--- config.mk ---
export PLATFORM = sky130hd
export DESIGN_NAME = ieee_status_event_queues
export DESIGN_NICKNAME = d
export VERILOG_FILES = /design/src/ieee_status_pkg.sv /design/src/byte_fifo.sv /design/src/error_queue.sv /design/src/ieee_status_event_queues.sv
export SDC_FILE = /design/constraint.sdc
export NUM_CORES = 1
export LEC_CHECK = 0
export ABC_AREA = 1
export BUFFER_PORTS_ARGS = -buffer_cell sky130_fd_sc_hd__clkbuf_2
export CAP_MARGIN = 0
export CORE_MARGIN = 2
export CORE_UTILIZATION = 57
export DETAILED_ROUTE_END_ITERATION = 16
export GPL_TIMING_DRIVEN = 0
export MAX_ROUTING_LAYER = met4
export PLACE_DENSITY = 0.75
export SYNTH_ARGS = -nofsm -noshare
export SYNTH_HDL_FRONTEND = slang
export SYNTH_SLANG_ARGS = --single-unit
--- constraint.sdc ---
create_clock -name CLK_IN -period 7.2 [get_ports CLK_IN]
set_input_delay 1.44 -clock CLK_IN [delete_from_list [all_inputs] [get_ports CLK_IN]]
set_output_delay 1.44 -clock CLK_IN [all_outputs]
set_load 0.005 [all_outputs]
--- src/ieee_status_pkg.sv ---
// constants, codes and text tables for the status and queue block
// assumes a command decoder ahead of it that hands over parsed commands
package ieee_status_pkg;
  // command codes from the decoder
  localparam logic [2:0] OP_ENAB_WR = 3'h0;
  localparam logic [2:0] OP_ENAB_RD = 3'h1;
  localparam logic [2:0] OP_ESR_RD = 3'h2;
  localparam logic [2:0] OP_CLS = 3'h3;
  localparam logic [2:0] OP_ERR_RD = 3'h4;
  // event register bits
  localparam int EV_QRY = 2;
  localparam int EV_DEV = 3;
  localparam int EV_EXE = 4;
  localparam int EV_CMD = 5;
  // status byte bits
  localparam int STB_MAV = 4;
  localparam int STB_ESB = 5;
  localparam logic [7:0] ENAB_RST = 8'h00;
  localparam logic [7:0] ESR_RST = 8'h00;
  localparam int ENAB_MAX = 255;
  localparam int ERRQ_DEPTH = 20;
  localparam int OUTQ_DEPTH = 16;
  localparam int OUTQ_WIDTH = 8;
  localparam int ERR_ID_W = 3;
  // error entry ids
  localparam logic [2:0] ID_NOERR = 3'h0;
  localparam logic [2:0] ID_CMD = 3'h1;
  localparam logic [2:0] ID_EXE = 3'h2;
  localparam logic [2:0] ID_RANGE = 3'h3;
  localparam logic [2:0] ID_DEV = 3'h4;
  localparam logic [2:0] ID_OVF = 3'h5;
  localparam logic [2:0] ID_QRY = 3'h6;
  // ascii
  localparam logic [7:0] CH_0 = 8'h30;
  localparam logic [7:0] CH_PLUS = 8'h2b;
  localparam logic [7:0] CH_MINUS = 8'h2d;
  localparam logic [7:0] CH_COMMA = 8'h2c;
  localparam logic [7:0] CH_QUOTE = 8'h22;
  localparam logic [7:0] CH_LF = 8'h0a;
  localparam int TXT_W = 8 * 21;

  function automatic logic [9:0] err_mag(input logic [2:0] id);
    case (id)
      ID_CMD: err_mag = 10'd100;
      ID_EXE: err_mag = 10'd200;
      ID_RANGE: err_mag = 10'd222;
      ID_DEV: err_mag = 10'd300;
      ID_OVF: err_mag = 10'd350;
      ID_QRY: err_mag = 10'd400;
      default: err_mag = 10'd0;
    endcase
  endfunction

  function automatic logic [TXT_W-1:0] desc_text(input logic [2:0] id);
    case (id)
      ID_CMD: desc_text = TXT_W'("Command error");
      ID_EXE: desc_text = TXT_W'("Execution error");
      ID_RANGE: desc_text = TXT_W'("Data out of range");
      ID_DEV: desc_text = TXT_W'("Device-specific error");
      ID_OVF: desc_text = TXT_W'("Queue overflow");
      ID_QRY: desc_text = TXT_W'("Query error");
      default: desc_text = TXT_W'("No error");
    endcase
  endfunction

  function automatic logic [4:0] desc_len(input logic [2:0] id);
    case (id)
      ID_CMD: desc_len = 5'd13;
      ID_EXE: desc_len = 5'd15;
      ID_RANGE: desc_len = 5'd17;
      ID_DEV: desc_len = 5'd21;
      ID_OVF: desc_len = 5'd14;
      ID_QRY: desc_len = 5'd11;
      default: desc_len = 5'd8;
    endcase
  endfunction
endpackage

--- src/byte_fifo.sv ---
// first-in first-out buffer of flip-flops with valid/ready on both sides
// assumes one clock, asynchronous active-high reset, enable freezes it
`timescale 1ns/1ps
module byte_fifo #(
  parameter int WIDTH = 8,
  parameter int DEPTH = 16
) (
  // clock and control
  input wire logic clk_in,
  input wire logic rst_in,
  input wire logic en_in,
  // fill side
  input wire logic in_valid_in,
  input wire logic [WIDTH-1:0] in_data_in,
  output logic in_ready_out,
  // drain side
  output logic out_valid_out,
  output logic [WIDTH-1:0] out_data_out,
  input wire logic out_ready_in,
  output logic [$clog2(DEPTH+1)-1:0] count_out
);
  localparam int AW = $clog2(DEPTH);
  localparam int CW = $clog2(DEPTH + 1);
  localparam logic [AW-1:0] LAST = AW'(DEPTH - 1);
  localparam logic [CW-1:0] FULL = CW'(DEPTH);
  logic [WIDTH-1:0] mem_reg [DEPTH];
  logic [AW-1:0] wr_reg, wr_next, rd_reg, rd_next;
  logic [CW-1:0] cnt_reg, cnt_next;
  logic do_wr, do_rd;

  assign in_ready_out = cnt_reg != FULL;
  assign out_valid_out = cnt_reg != '0;
  assign out_data_out = mem_reg[rd_reg];
  assign count_out = cnt_reg;

  always_comb begin
    do_wr = in_valid_in && in_ready_out;
    do_rd = out_valid_out && out_ready_in;
    wr_next = do_wr ? ((wr_reg == LAST) ? '0 : wr_reg + 1'b1) : wr_reg;
    rd_next = do_rd ? ((rd_reg == LAST) ? '0 : rd_reg + 1'b1) : rd_reg;
    cnt_next = cnt_reg + CW'(do_wr) - CW'(do_rd);
  end

  always_ff @(posedge clk_in or posedge rst_in) begin
    if (rst_in) begin
      wr_reg <= '0;
      rd_reg <= '0;
      cnt_reg <= '0;
    end else if (en_in) begin
      wr_reg <= wr_next;
      rd_reg <= rd_next;
      cnt_reg <= cnt_next;
    end
  end

  always_ff @(posedge clk_in) begin
    if (en_in && do_wr) begin
      mem_reg[wr_reg] <= in_data_in;
    end
  end
endmodule

--- src/error_queue.sv ---
// error entry queue of flip-flops; a push into a full queue marks overflow
// assumes one clock, asynchronous active-high reset, enable freezes it
`timescale 1ns/1ps
module error_queue
  import ieee_status_pkg::*;
#(
  parameter int DEPTH = ERRQ_DEPTH
) (
  // clock and control
  input wire logic clk_in,
  input wire logic rst_in,
  input wire logic en_in,
  // push and pop
  input wire logic push_in,
  input wire logic [ERR_ID_W-1:0] push_id_in,
  input wire logic pop_in,
  output logic [ERR_ID_W-1:0] head_id_out,
  output logic empty_out,
  output logic full_out,
  output logic [$clog2(DEPTH+1)-1:0] count_out
);
  localparam int AW = $clog2(DEPTH);
  localparam int CW = $clog2(DEPTH + 1);
  localparam logic [AW-1:0] LAST = AW'(DEPTH - 1);
  localparam logic [CW-1:0] FULL = CW'(DEPTH);
  logic [ERR_ID_W-1:0] mem_reg [DEPTH];
  logic [AW-1:0] wr_reg, wr_next, rd_reg, rd_next, newest;
  logic [CW-1:0] cnt_reg, cnt_next;
  logic do_wr, do_rd, do_ovf;

  assign empty_out = cnt_reg == '0;
  assign full_out = cnt_reg == FULL;
  assign head_id_out = mem_reg[rd_reg];
  assign count_out = cnt_reg;

  always_comb begin
    do_rd = pop_in && !empty_out;
    do_wr = push_in && (!full_out || do_rd);
    do_ovf = push_in && full_out && !do_rd;
    newest = (wr_reg == '0) ? LAST : wr_reg - 1'b1;
    wr_next = do_wr ? ((wr_reg == LAST) ? '0 : wr_reg + 1'b1) : wr_reg;
    rd_next = do_rd ? ((rd_reg == LAST) ? '0 : rd_reg + 1'b1) : rd_reg;
    cnt_next = cnt_reg + CW'(do_wr) - CW'(do_rd);
  end

  always_ff @(posedge clk_in or posedge rst_in) begin
    if (rst_in) begin
      wr_reg <= '0;
      rd_reg <= '0;
      cnt_reg <= '0;
    end else if (en_in) begin
      wr_reg <= wr_next;
      rd_reg <= rd_next;
      cnt_reg <= cnt_next;
    end
  end

  always_ff @(posedge clk_in) begin
    if (en_in && do_wr) begin
      mem_reg[wr_reg] <= push_id_in;
    end else if (en_in && do_ovf) begin
      mem_reg[newest] <= ID_OVF;
    end
  end
endmodule

--- src/ieee_status_event_queues.sv ---
// status reporting: event and enable registers, output and error queues
// assumes parsed commands and event pulses from a decoder; talker side
// hands bytes out with valid/ready standing in for the bus handshake
`timescale 1ns/1ps
module ieee_status_event_queues
  import ieee_status_pkg::*;
(
  // clock, reset, enable
  input wire logic CLK_IN,
  input wire logic RESET_IN,
  input wire logic CE_IN,
  // parsed commands
  input wire logic CMD_VALID_IN,
  input wire logic [2:0] CMD_OP_IN,
  input wire logic signed [31:0] CMD_ARG_IN,
  output logic CMD_READY_OUT,
  // event pulses and pending response
  input wire logic [7:0] EVT_SET_IN,
  input wire logic PENDING_IN,
  // talker byte stream
  input wire logic TALK_IN,
  output logic [7:0] TX_DATA_OUT,
  output logic TX_VALID_OUT,
  input wire logic TX_READY_IN,
  // status
  output logic [7:0] STB_OUT,
  output logic [7:0] ESR_OUT,
  output logic [7:0] ENAB_OUT
);
  typedef enum {F_IDLE, F_SIGN, F_DIG, F_COMMA, F_Q1, F_TEXT, F_Q2, F_EOL}
    fmt_e;
  localparam int QCW = $clog2(OUTQ_DEPTH + 1);
  localparam int ECW = $clog2(ERRQ_DEPTH + 1);

  logic [7:0] enab_reg, enab_next, esr_reg, esr_next, ev_set, rise;
  logic esb_reg, esb_next, armed_reg, armed_next;
  fmt_e fst_reg, fst_next;
  logic [9:0] fval_reg, fval_next;
  logic fneg_reg, fneg_next, ferr_reg, ferr_next;
  logic fgo_reg, fgo_next;
  logic [2:0] fid_reg, fid_next;
  logic [4:0] fidx_reg, fidx_next;
  logic take, clr, range_err, qerr;
  logic [7:0] wr_arg;
  logic push, q_ready, q_valid, q_pop;
  logic [7:0] push_byte;
  logic [3:0] digit;
  logic [TXT_W-1:0] text;
  logic [4:0] tlen;
  logic [QCW-1:0] q_count;
  logic e_push, e_pop, e_empty, e_full;
  logic [2:0] e_id, e_head;
  logic [ECW-1:0] e_count;

  assign take = CMD_VALID_IN && fst_reg == F_IDLE;
  assign CMD_READY_OUT = fst_reg == F_IDLE;
  assign wr_arg = CMD_ARG_IN[7:0];
  assign text = desc_text(fid_reg);
  assign tlen = desc_len(fid_reg);

  // event and enable registers
  always_comb begin
    range_err = take && CMD_OP_IN == OP_ENAB_WR &&
      (CMD_ARG_IN < 0 || CMD_ARG_IN > ENAB_MAX);
    clr = take && (CMD_OP_IN == OP_ESR_RD || CMD_OP_IN == OP_CLS);
    qerr = armed_reg && TALK_IN && !q_valid && fst_reg == F_IDLE &&
      !PENDING_IN && !CMD_VALID_IN;
    ev_set = EVT_SET_IN;
    ev_set[EV_EXE] = EVT_SET_IN[EV_EXE] | range_err;
    ev_set[EV_QRY] = EVT_SET_IN[EV_QRY] | qerr;
    esr_next = (clr ? ESR_RST : esr_reg) | ev_set;
    enab_next = enab_reg;
    if (take && CMD_OP_IN == OP_ENAB_WR && !range_err) begin
      enab_next = wr_arg;
    end
    esb_next = |(esr_next & enab_next);
    armed_next = TALK_IN ? (armed_reg && !qerr) : 1'b1;
  end

  always_ff @(posedge CLK_IN or posedge RESET_IN) begin
    if (RESET_IN) begin
      enab_reg <= ENAB_RST;
      esr_reg <= ESR_RST;
      esb_reg <= 1'b0;
      armed_reg <= 1'b1;
    end else if (CE_IN) begin
      enab_reg <= enab_next;
      esr_reg <= esr_next;
      esb_reg <= esb_next;
      armed_reg <= armed_next;
    end
  end

  // one error entry per cycle on rising event bits, for the most severe bit only
  always_comb begin
    rise = ev_set & (~esr_reg | {8{clr}});
    e_push = 1'b1;
    if (rise[EV_CMD]) begin
      e_id = ID_CMD;
    end else if (rise[EV_EXE]) begin
      e_id = range_err ? ID_RANGE : ID_EXE;
    end else if (rise[EV_DEV]) begin
      e_id = ID_DEV;
    end else if (rise[EV_QRY]) begin
      e_id = ID_QRY;
    end else begin
      e_id = ID_NOERR;
      e_push = 1'b0;
    end
    e_pop = take && CMD_OP_IN == OP_ERR_RD;
  end

  error_queue #(
    .DEPTH(ERRQ_DEPTH)
  ) u_error_queue (
    .clk_in(CLK_IN),
    .rst_in(RESET_IN),
    .en_in(CE_IN),
    .push_in(e_push),
    .push_id_in(e_id),
    .pop_in(e_pop),
    .head_id_out(e_head),
    .empty_out(e_empty),
    .full_out(e_full),
    .count_out(e_count)
  );

  // response formatter: sign for errors, decimal digits, then comma/quoted text for errors
  always_comb begin
    fst_next = fst_reg;
    fval_next = fval_reg;
    fneg_next = fneg_reg;
    ferr_next = ferr_reg;
    fgo_next = fgo_reg;
    fid_next = fid_reg;
    fidx_next = fidx_reg;
    push = 1'b0;
    push_byte = 8'h00;
    case (fidx_reg)
      5'd2: digit = 4'(fval_reg / 10'd100);
      5'd1: digit = 4'((fval_reg / 10'd10) % 10'd10);
      default: digit = 4'(fval_reg % 10'd10);
    endcase
    case (fst_reg)
      F_IDLE: begin
        fidx_next = 5'd2;
        fgo_next = 1'b0;
        ferr_next = 1'b0;
        fneg_next = 1'b0;
        if (take) begin
          case (CMD_OP_IN)
            OP_ENAB_RD: begin
              fval_next = {2'h0, enab_reg};
              fst_next = F_DIG;
            end
            OP_ESR_RD: begin
              fval_next = {2'h0, esr_reg};
              fst_next = F_DIG;
            end
            OP_ERR_RD: begin
              fid_next = e_empty ? ID_NOERR : e_head;
              fval_next = err_mag(fid_next);
              fneg_next = fid_next != ID_NOERR;
              ferr_next = 1'b1;
              fst_next = F_SIGN;
            end
            default: fst_next = F_IDLE;
          endcase
        end
      end
      F_SIGN: begin
        push = 1'b1;
        push_byte = fneg_reg ? CH_MINUS : CH_PLUS;
        if (q_ready) begin
          fst_next = F_DIG;
        end
      end
      F_DIG: begin
        if (digit == 4'h0 && !fgo_reg && fidx_reg != 5'd0) begin
          fidx_next = fidx_reg - 5'd1;
        end else begin
          push = 1'b1;
          push_byte = CH_0 + {4'h0, digit};
          if (q_ready) begin
            fgo_next = 1'b1;
            if (fidx_reg == 5'd0) begin
              fst_next = ferr_reg ? F_COMMA : F_EOL;
            end else begin
              fidx_next = fidx_reg - 5'd1;
            end
          end
        end
      end
      F_COMMA: begin
        push = 1'b1;
        push_byte = CH_COMMA;
        if (q_ready) begin
          fst_next = F_Q1;
        end
      end
      F_Q1: begin
        push = 1'b1;
        push_byte = CH_QUOTE;
        fidx_next = 5'd0;
        if (q_ready) begin
          fst_next = F_TEXT;
        end
      end
      F_TEXT: begin
        push = 1'b1;
        push_byte = text[8 * (tlen - fidx_reg - 5'd1) +: 8];
        if (q_ready) begin
          if (fidx_reg == tlen - 5'd1) begin
            fst_next = F_Q2;
          end else begin
            fidx_next = fidx_reg + 5'd1;
          end
        end
      end
      F_Q2: begin
        push = 1'b1;
        push_byte = CH_QUOTE;
        if (q_ready) begin
          fst_next = F_EOL;
        end
      end
      F_EOL: begin
        push = 1'b1;
        push_byte = CH_LF;
        if (q_ready) begin
          fst_next = F_IDLE;
        end
      end
      default: fst_next = F_IDLE;
    endcase
  end

  always_ff @(posedge CLK_IN or posedge RESET_IN) begin
    if (RESET_IN) begin
      fst_reg <= F_IDLE;
      fval_reg <= 10'h000;
      fneg_reg <= 1'b0;
      ferr_reg <= 1'b0;
      fgo_reg <= 1'b0;
      fid_reg <= ID_NOERR;
      fidx_reg <= 5'h00;
    end else if (CE_IN) begin
      fst_reg <= fst_next;
      fval_reg <= fval_next;
      fneg_reg <= fneg_next;
      ferr_reg <= ferr_next;
      fgo_reg <= fgo_next;
      fid_reg <= fid_next;
      fidx_reg <= fidx_next;
    end
  end

  // output queue; only an addressed talker drains it
  assign q_pop = TALK_IN && TX_READY_IN;
  assign TX_VALID_OUT = TALK_IN && q_valid;

  byte_fifo #(
    .WIDTH(OUTQ_WIDTH),
    .DEPTH(OUTQ_DEPTH)
  ) u_byte_fifo (
    .clk_in(CLK_IN),
    .rst_in(RESET_IN),
    .en_in(CE_IN),
    .in_valid_in(push),
    .in_data_in(push_byte),
    .in_ready_out(q_ready),
    .out_valid_out(q_valid),
    .out_data_out(TX_DATA_OUT),
    .out_ready_in(q_pop),
    .count_out(q_count)
  );

  always_comb begin
    STB_OUT = 8'h00;
    STB_OUT[STB_MAV] = q_count != '0;
    STB_OUT[STB_ESB] = esb_reg;
  end
  assign ESR_OUT = esr_reg;
  assign ENAB_OUT = enab_reg;
endmodule

==> impl_metrics.tcl, run 1 <==
set metrics [dict create \
    antenna_found_initial 0 \
    rr_worst_depth 42 \
    area_growth_syn_to_fin_pct 11.91 \
    layout_worst_path_cycle_share 0.8853 \
    routed_length_on_met3_mm 2.954 \
    wire_per_inst_um 17.52 \
    ys_seq_area_frac 0.4915 \
    grt_setup_unrepaired "no" \
    clk_pin_slew_ps 60 \
    finalMaxSlewViolations 0 \
    dr.pass1.iters 5 \
    synth_edf_count 172 \
    worstReg2RegEnd "u_byte_fifo.count_out[4]" \
    worst_r2r_startpoint "fval_reg[5]" \
    drt.antenna.violating_nets 0 \
    post_cts_buffers 0 \
    setup.worst_path.start_class "flop" \
    maxUsedRoutingLayer "met4" \
    cts.htree.levels 1 \
    finish.net_count 1819 \
    die_footprint_um2 25870 \
    timing.final.hold_violations 0 \
    yosys_warnings 0 \
    layout-drive-gt1-share 0.1152 \
    drc 0 \
    wl_mm 36.27 \
    fmax_mhz 156.9 \
    clock_tree_from_tritoncts "built" \
    hold_class "reg -> reg" \
    num-fill-cells 1982 \
    worst-r2r-setup-slack_ps 830 \
    synthCells 1617 \
    dieWidth_um 160.9 \
    worst_skew_pair.late_latency_ps 530 \
    chipHeight_um 160.9 \
    postSynthAreaPerCell_um2 8.673 \
    core.rowCount 57 \
    clock_buffers_created_by_tritoncts 25 \
    multi_input_area_um2 6152 \
    met2_length_mm 17.20 \
    synth.lib_cells_used.distinct 62 \
    cell_repeated_most_along_the_worst_path "nand2_1" \
    grt_first_pass_wirelength_mm 58.42 \
    timing.critical_path.slowest_cell_delay_ps 500 \
    post-dp-hpwl_mm 26.79 \
    fp.coreArea_um2 24250 \
    synth_top_flop_cell "edfxtp_1" \
    timing.hold.worst_path_depth 2 \
    crit_arrival_ps 6820 \
    cts.hold.buffers_added 0 \
    crit_path_end_kind "flop" \
    layout.area.seq_um2 6893 \
    worstPathMaxFanout 9 \
    globalplace.congestion 0.9533 \
    initial_utilization 0.5783 \
    timing.critical_path.required_ps 7640 \
    grtUsageTotal 0.2902 \
    drt_iter0_markers 859 \
    layout_commonest_cell "nand2_1" \
    timing.final.crit_period_ps 6374 \
    final.setup.tns_ps 0 \
    cts.sinks 241 \
    drv_cap 0 \
    vias_per_cell 5.814 \
    worst_path_max_delay_cell "o21ai_0" \
    post_cts_resized 0 \
    grt.overflow.total 0 \
    ys_async_sr_fraction 0.2863 \
    clock_tree.buffer_depth 3 \
    crit_type "reg -> reg" \
    vias 12035 \
    timing.slew.headroom 0.3110 \
    timing.final.setup_violations 0 \
    portbufs 75 \
    clockRootBuffer "clkbuf_16" \
    synth_area_um2 14020 \
    ys_ff_latch 241 \
    worstHoldStart "fgo_reg" \
    endpoint_with_the_worst_hold_slack "fgo_reg" \
    grt_max_degree 70 \
    tightest_slew_ps 1030 \
    finalClockSkew_ps 13.68 \
    status "finished, final reports clean" \
    via_count_of_the_first_global_routing_pass 11502 \
    most-common-layout-cells "nand2_1 (268), nor2_1 (236), inv_1 (181)" \
    largest_register_ff_count 112 \
    met1Wirelength_mm 15.09 \
    design.portCount 84 \
]
-- metrics by stage --
step,hold slack [ps],area (um2),utilization,std cells,setup slack [ps]
floorplan,456.0,14050,-,1623,1997
global placement,472.7,14830,0.6115,2022,374.5
detailed placement,478.7,14890,0.6141,2025,706.6
CTS,491.9,15690,0.6469,2069,682.6
global route,510.7,15690,0.6471,2069,237.4
finish,485.6,15690,0.6472,2070,826.1
-- worst max-delay path: cells and delay by family (launching register included) --
family / cells / cell delay [ps]
and+or+nand+nor: 27 / 2780
buffers and inverters: 6 / 820
AOI/OAI and AO/OA: 3 / 800
adders and majority gates: 5 / 1250
DFF: 1 / 480
xor gates and xnor gates: 1 / 160
-- area by class of cell --
class                      instances  share of cell area
sequential                       241              0.4392
multi-input combinational       1130              0.3920
inverter                         190             0.04560
clock buffer                      29             0.04082
timing repair buffer              78             0.02711
tap                              324             0.02583
buffer                            62             0.01945
clock inverter                    15            0.009806
antenna                            1           0.0001595
-- Yosys cell counts, types with 12 or more instances --
| cell | n | area, um2 |
|---|---|---|
| nor2_2 | 20 | 125.1 |
| nand3_1 | 88 | 440.4 |
| o211ai_1 | 19 | 142.6 |
| a221oi_1 | 15 | 131.4 |
| edfxtp_1 | 172 | 5165 |
| ha_1 | 38 | 475.5 |
| nand2_2 | 17 | 106.4 |
| o21ai_0 | 153 | 765.7 |
| a21oi_1 | 51 | 255.2 |
| inv_1 | 182 | 683.2 |
| xor2_1 | 22 | 192.7 |
| nor2_1 | 236 | 885.9 |
| a31oi_1 | 12 | 75.07 |
| nand2_1 | 268 | 1006 |
| nand4_1 | 16 | 100.1 |
| o22ai_1 | 18 | 112.6 |
| o32ai_1 | 18 | 157.7 |
| o221ai_1 | 21 | 183.9 |
| mux2i_1 | 16 | 160.2 |
| clkbuf_1 | 40 | 150.1 |
| dfrtp_1 | 68 | 1702 |
-- cell families (layout without fill, tap and decap cells) --
family | count (synthesis) | in the layout | share of synthesized area
fa+ha+maj | 41 | 41 | 0.03819
flops | 241 | 241 | 0.4915
simple gates | 689 | 689 | 0.2136
compound gates | 350 | 350 | 0.1542
mux | 16 | 16 | 0.01142
other cells | 1 | 8 | 0.0002674
xor+xnor | 27 | 27 | 0.01820
buf+inv | 252 | 374 | 0.07263
-- per-layer routing --
| layer | global-route usage | vias to the layer above |
|---|---|---|
| li1 | - | 5799 |
| met4 | 0.09172 | 0 |
| met1 | 0.3838 | 5628 |
| met2 | 0.4684 | 525 |
| met3 | 0.04003 | 83 |
| met5 | - | - |
-- worst max-delay path by stage --
stage	startpoint	endpoint	slack [ps]	cells past startpoint
CTS	fid_reg[2]	u_byte_fifo.mem_reg[15][2]	680	25
detailed placement	fid_reg[2]	u_byte_fifo.mem_reg[8][2]	710	25
global route	fval_reg[5]	u_byte_fifo.count_out[4]	240	43
floorplan	fval_reg[5]	u_byte_fifo.count_out[4]	2000	46
global placement	fid_reg[2]	u_byte_fifo.mem_reg[13][3]	370	17
finish	fval_reg[5]	u_byte_fifo.count_out[4]	830	42
Power of run 1 is left out: the tool's default activity adds up to more than one toggle a clock period on the data nets, which glitch-free logic cannot reach.
==> run 2: changes to the inputs <==
--- a/config.mk
+++ b/config.mk
@@ -7,13 +7,12 @@
 export LEC_CHECK = 0
 export ABC_AREA = 1
 export BUFFER_PORTS_ARGS = -buffer_cell sky130_fd_sc_hd__clkbuf_2
-export CAP_MARGIN = 0
+export CAP_MARGIN = 10
 export CORE_MARGIN = 2
-export CORE_UTILIZATION = 57
+export CORE_UTILIZATION = 35
 export DETAILED_ROUTE_END_ITERATION = 16
 export GPL_TIMING_DRIVEN = 0
 export MAX_ROUTING_LAYER = met4
-export PLACE_DENSITY = 0.75
 export SYNTH_ARGS = -nofsm -noshare
 export SYNTH_HDL_FRONTEND = slang
 export SYNTH_SLANG_ARGS = --single-unit
==> constraint.sdc (replaced) <==
create_clock -name CLK_IN -period 7.2 [get_ports CLK_IN]
set_input_delay 0 -clock CLK_IN [delete_from_list [all_inputs] [get_ports CLK_IN]]
set_output_delay 0 -clock CLK_IN [all_outputs]
set_load 0.005 [all_outputs]
==> run 2 against run 1 <==
Compared with the run above:
- cell area increased by 3.9%
- clock-buffer cell count grew 2
- flip-flop and latch count unchanged
- global-route usage shrank 10 points
- routed wire length is 5.9% higher
- fmax barely moved
- register-to-register slack about the same
- via count up 0.18%
- cell count rose by 11%
- sequential share of layout area fell by 1.6 points
- critical path type unchanged
- largest cell class unchanged
==> impl_metrics.tcl, run 2 (same netlist as run 1, synthesis figures left out) <==
set metrics [dict create \
    status "finished, final reports clean" \
    grtUsageTotal 0.1891 \
    setup.worst_path.start_class "flop" \
    antenna_found_initial 1 \
    crit_type "reg -> reg" \
    drv_cap 0 \
    drt_iter0_markers 865 \
    timing.final.crit_period_ps 6370 \
    rr_worst_depth 17 \
    clock_buffers_created_by_tritoncts 26 \
    finish.net_count 1844 \
    layout-drive-gt1-share 0.1168 \
    layout_commonest_cell "nand2_1" \
    timing.slew.headroom 0.3403 \
    timing.hold.worst_path_depth 5 \
    grt_setup_unrepaired "no" \
    timing.critical_path.slowest_cell_delay_ps 790 \
    dieWidth_um 204.2 \
    critPathTopFamily "simple AND/OR/NAND/NOR gates" \
    design.portCount 84 \
    worstSetupStartpoint "fid_reg[2]" \
    num-fill-cells 4000 \
    globalplace.congestion 0.9146 \
    worst_path_max_delay_cell "xnor2_1" \
    cts.sinks 241 \
    vias 12057 \
    tightest_slew_ps 982.5 \
    worstReg2RegEnd "u_byte_fifo.mem_reg[14][3]" \
    post_cts_resized 0 \
    preCtsSetupSlack_ps 1010 \
    final_core_util 0.4113 \
    wl_mm 38.39 \
    vias_per_cell 5.244 \
    clock_tree_from_tritoncts "built" \
    chipHeight_um 204.2 \
    fmax_mhz 157.0 \
    hold_slack_ps 32.29 \
    timing.final.setup_violations 0 \
    via_count_of_the_first_global_routing_pass 11562 \
    drt.antenna.violating_nets 0 \
    worstPathMaxFanout 16 \
    worst_setup_path_endpoint "u_byte_fifo.mem_reg[14][3]" \
    grt.overflow.total 0 \
    worst_r2r_startpoint "fid_reg[2]" \
    finalClockSkew_ps 21.70 \
    drc 0 \
    core.rowCount 73 \
    grt_max_degree 51 \
    area_growth_syn_to_fin_pct 16.27 \
    timing.critical_path.required_ps 7410 \
    layout_worst_path_cycle_share 0.8847 \
    worstSetupPathDepth 17 \
    timing.final.hold_violations 0 \
    initial_utilization 0.3538 \
    post-dp-hpwl_mm 28.08 \
    cell_repeated_most_along_the_worst_path "nor2_1" \
    crit_buf_inv 4 \
    finalMaxSlewViolations 0 \
    worst-r2r-setup-slack_ps 830 \
    grt_first_pass_wirelength_mm 61.86 \
    clk_pin_slew_ps 70 \
    wire_per_inst_um 16.70 \
    largest_register_ff_count 112 \
    die_footprint_um2 41680 \
    fp.coreArea_um2 39640 \
    cts.hold.buffers_added 24 \
    crit_path_end_kind "flop" \
    final.setup.tns_ps 0 \
    clock_tree.buffer_depth 3 \
    dr.pass1.iters 5 \
    post_cts_buffers 0 \
    most-common-layout-cells "nand2_1 (268), nor2_1 (236), inv_1 (181)" \
    worst_skew_pair.late_latency_ps 540 \
    portbufs 75 \
    crit_arrival_ps 6580 \
    fin_ws_ps 830.2 \
    clockRootBuffer "clkbuf_16" \
    path_cells "clkinv_1 > nor2_1 > inv_1 > nor2_1 > inv_1 > nand2_1 > nor2_1 > nor2_1 > ha_1 > xor2_1 > xnor2_1 > clkinv_1 > nor2_1 > a21oi_1 > nor3_1 > o211ai_1 > a31oi_2" \
    hold_class "in -> reg" \
    cts.htree.levels 1 \
]
==> run 2: cell count changes in the layout (fill, tap and decap cells not counted) <==
cell / delta
inv_8: +1
bufinv_16: +1
clkinv_2: -3
clkinv_1: -2
dlygate4sd3_1: +24
clkbuf_16: +2
clkinv_4: +2
inv_6: +2
clkinv_8: +1
==> run 2: metal layers <==
metal,share of wire,track usage
met3,0.063,0.02248
met4,0.017,0.03649
met5,0,-
met2,0.47,0.3088
met1,0.45,0.2549
==> run 2: how the worst min path moves through the flow <==
stage,startpoint,to,slack [ps]
finish,CMD_OP_IN[2],fval_reg[7],30
detailed placement,RESET_IN,fidx_reg[2],2
global route,CE_IN,u_byte_fifo.wr_reg[3],50
global placement,TALK_IN,armed_reg,210
floorplan,TALK_IN,armed_reg,60
CTS,CMD_OP_IN[2],fval_reg[7],7
==> run 2: stage by stage <==
| step | instance area, um2 | instances |
|---|---|---|
| after floorplan | 14050 | 1623 |
| after global placement | 15080 | 2223 |
| after detailed placement | 15150 | 2226 |
| after CTS | 16300 | 2298 |
| after global routing | 16310 | 2299 |
| final | 16310 | 2299 |
==> run 2: final cells by class <==
class / instances / area [um2] / share of cell area
diodes: 1 / 2.502 / 0.0001535
plain buffers: 62 / 305.3 / 0.01872
clock buffers: 31 / 690.7 / 0.04236
clock inverters: 17 / 224.0 / 0.01374
inverters: 190 / 715.7 / 0.04389
multi-input cells: 1130 / 6152 / 0.3773
flip-flops and latches: 241 / 6893 / 0.4227
well taps: 525 / 656.9 / 0.04029
repair buffers: 102 / 665.6 / 0.04082
==> run 2: tightest hold or removal path: stages <==
cell      delay [ps]
clkbuf_2         120
inv_1             80
nor2_1           130
nand3_1          130
a22oi_1           60
Power of run 2 is left out for the same reason.
==> run 3: changes to the inputs <==
--- a/config.mk
+++ b/config.mk
@@ -5,7 +5,6 @@
 export SDC_FILE = /design/constraint.sdc
 export NUM_CORES = 1
 export LEC_CHECK = 0
-export ABC_AREA = 1
 export BUFFER_PORTS_ARGS = -buffer_cell sky130_fd_sc_hd__clkbuf_2
 export CAP_MARGIN = 10
 export CORE_MARGIN = 2
@@ -13,6 +12,7 @@
 export DETAILED_ROUTE_END_ITERATION = 16
 export GPL_TIMING_DRIVEN = 0
 export MAX_ROUTING_LAYER = met4
+export PLACE_DENSITY_LB_ADDON = 0.08
 export SYNTH_ARGS = -nofsm -noshare
 export SYNTH_HDL_FRONTEND = slang
 export SYNTH_SLANG_ARGS = --single-unit
==> run 3 against run 2 <==
Compared with the run above:
- via count is 1.6% lower
- critical path depth is 17 higher
- hold slack got worse by 13 ps
- cell area up 6.6%
- fmax down 3.8%
- clock-buffer cell count up 1
- largest cell class is now multi-input combinational cells
- non-clock buffer count grew 59
- flip-flop and latch count unchanged
- first-iteration DRC count increased by 0.69%
- synthesized cell count is 13% lower
- die area increased by 6.6%
- cell count fell by 8.0%
==> impl_metrics.tcl, run 3 <==
set metrics [dict create \
    initial_utilization 0.3561 \
    endpoint_with_the_worst_hold_slack "ENAB_OUT[5]" \
    via_count_of_the_first_global_routing_pass 11973 \
    yosys_warnings 0 \
    layout.area.seq_um2 6893 \
    most-common-layout-cells "edfxtp_1 (172), nand2_1 (121), nor2_1 (118)" \
    globalplace.congestion 0.9619 \
    drc 0 \
    finalClockSkew_ps 17.57 \
    clockRootBuffer "clkbuf_16" \
    postSynthAreaPerCell_um2 10.59 \
    layoutNonFillerInstCount 2116 \
    sw_frac_of_total 0.4635 \
    cts.htree.levels 1 \
    clock_tree.buffer_depth 3 \
    antenna_found_initial 1 \
    crit_type "reg -> reg" \
    crit_buf_inv 8 \
    wl_mm 43.89 \
    synth.lib_cells_used.distinct 100 \
    timing.critical_path.required_ps 7630 \
    rr_worst_depth 34 \
    worst_r2r_startpoint "fval_reg[4]" \
    clock_buffers_created_by_tritoncts 27 \
    timing.final.hold_violations 0 \
    layout_commonest_cell "edfxtp_1" \
    post-dp-hpwl_mm 32.16 \
    crit_arrival_ps 7050 \
    leakage_nw 6.306 \
    worstReg2RegEnd "u_byte_fifo.count_out[4]" \
    grt.overflow.total 0 \
    synthCells 1413 \
    cell_repeated_most_along_the_worst_path "inv_1" \
    yosys.area.top_type_share 0.3450 \
    grtUsageTotal 0.2049 \
    netSwitchingPower_mw 3.932 \
    clk_pin_slew_ps 60 \
    most_used_layer_global_route "met2" \
    timing.hold.worst_path_depth 5 \
    dieWidth_um 210.8 \
    design.portCount 84 \
    synth_edf_count 172 \
    power.share.clock 0.164 \
    power_per_cell_area_nw_per_um2 488.2 \
    hold_slack_ps 19.73 \
    ys_ff_latch 241 \
    fp.coreArea_um2 42040 \
    num-fill-cells 4119 \
    critPathTopFamily "compound AO/OA/AOI/OAI gates" \
    cts.sinks 241 \
    chipHeight_um 210.8 \
    synth_top_flop_cell "edfxtp_1" \
    ir_worst_vdd_v 0.0002708 \
    timing.critical_path.slowest_cell_delay_ps 430 \
    yosys.cell_count.top_type "edfxtp_1" \
    worstPathMaxFanout 11 \
    grt_util_met1 0.2638 \
    placed_cells 2044 \
    die_footprint_um2 44440 \
    ys_seq_area_frac 0.4604 \
    synth_common_cells "edfxtp_1 (172), nand2_1 (121), nor2_1 (118)" \
    power_frac_seq 0.235 \
    area_growth_syn_to_fin_pct 16.06 \
    ys_async_sr_fraction 0.2863 \
    crit_path_end_kind "flop" \
    worst-r2r-setup-slack_ps 580 \
    finish.net_count 1649 \
    layout-drive-gt1-share 0.1777 \
    setup.worst_path.start_class "flop" \
    vias 11864 \
    drv_cap 0 \
    portbufs 75 \
    drt.antenna.violating_nets 0 \
    largest_register_ff_count 112 \
    tightest_slew_ps 1137 \
    synth_area_um2 14970 \
    clock_tree_from_tritoncts "built" \
    synth.top_cells.by_area "edfxtp_1 (35%), dfrtp_1 (11%), mux4_2 (8.1%)" \
    grt_setup_unrepaired "no" \
    globalRouteMet2Util 0.3445 \
    final.setup.tns_ps 0 \
    power_frac_comb 0.601 \
    core.rowCount 75 \
    status "finished, final reports clean" \
    vias_per_cell 5.607 \
    global_route.usage.met3 0.02037 \
    timing.slew.headroom 0.2366 \
    synth_top_cell_by_area "edfxtp_1" \
    power_report.internal_total_mw 4.551 \
    dr.pass1.iters 5 \
    finalMaxSlewViolations 0 \
    worst_skew_pair.late_latency_ps 550 \
    grt_max_degree 63 \
    worstHoldStart "CMD_ARG_IN[20]" \
    worst_path_max_delay_cell "dfrtp_1" \
    timing.final.crit_period_ps 6623 \
    hold_class "in -> reg" \
    wire_per_inst_um 20.74 \
    multi_input_area_um2 7468 \
    timing.final.setup_violations 0 \
    grt_first_pass_wirelength_mm 69.68 \
    drt_iter0_markers 871 \
    fmax_mhz 151.0 \
    layout_worst_path_cycle_share 0.9199 \
]
run 3: cells by family after synthesis:
kind of cell             Yosys count  synth area share
AO/OA/AOI/OAI                    393            0.1774
XOR/XNOR                          31           0.01814
adder cells (fa/ha/maj)           41           0.03577
buffers and inverters            169           0.04847
flip-flops                       241            0.4604
multiplexers                      93            0.1092
other                              1         0.0002505
AND/OR/NAND/NOR                  444            0.1504
run 3: timing repair:
| item | 4_1_cts | 5_1_grt |
|---|---|---|
| gates resized for setup | 2 | 13 |
| pin swaps | 0 | 2 |
| hold buffers | 22 | 0 |
| endpoints found under the setup margin | 11 | 130 |
| buffers inserted | 0 | 1 |
| hold endpoints to repair | 88 | 0 |
run 3: worst max path at each step:
stage	from	end	slack (ps)	depth (start not counted)
floorplan	fval_reg[4]	u_byte_fifo.count_out[4]	1350	34
global placement	fval_reg[4]	u_byte_fifo.mem_reg[1][4]	-600	24
detailed placement	fval_reg[4]	u_byte_fifo.count_out[4]	-200	34
CTS	fidx_reg[1]	u_byte_fifo.count_out[4]	100	32
global route	fval_reg[4]	u_byte_fifo.count_out[4]	50	34
finish	fval_reg[4]	u_byte_fifo.count_out[4]	580	34
run 3: worst reg2reg max path: cells and delay by family, from the launching register on:
family                     cells  cell delay, ps
AOI/OAI and AO/OA              9            1600
xor gates and xnor gates       3             450
adders and majority gates      5            1240
buffers and inverters          8            1320
DFF                            1             430
muxes                          1             230
and+or+nand+nor                8            1270
run 3: stage by stage:
| step | cell area (um2) | utilization | setup slack (ps) | power, mW |
|---|---|---|---|---|
| finish | 17380 | 0.4133 | 577.0 | 8.482 |
| CTS | 17310 | 0.4118 | 99.69 | 8.452 |
| global route | 17380 | 0.4133 | 50.46 | 9.130 |
| global placement | 16040 | 0.3816 | -603.8 | 7.011 |
| floorplan | 14990 | - | 1346 | 5.579 |
| detailed placement | 16200 | 0.3853 | -195.3 | 7.011 |
run 3: area by class of cell:
cell class                      count  area share
Clock buffer                       32     0.04054
Tap cell                          539     0.03881
Antenna cell                        1   0.0001440
Clock inverter                     15     0.01073
Buffer                            113     0.03003
Multi-Input combinational cell   1009      0.4298
Inverter                           56     0.01224
Timing Repair Buffer              110     0.04097
Sequential cell                   241      0.3967
run 3: power groups by stage:
stage / sequential (mW) / clock [mW] / combinational (mW)
floorplan: 1.98 / 0 / 3.60
global placement: 2.03 / 0 / 4.98
detailed placement: 2.03 / 0 / 4.99
CTS: 2.00 / 1.43 / 5.02
global route: 2.02 / 1.48 / 5.63
finish: 1.99 / 1.39 / 5.10
run 3: layer usage:
layer	vias to the layer above	routed length, um
met5	-	0
met1	5812	19490
met2	292	21540
met4	0	1244
li1	5667	-
met3	93	1615
Power figures use the tool's default switching activity.
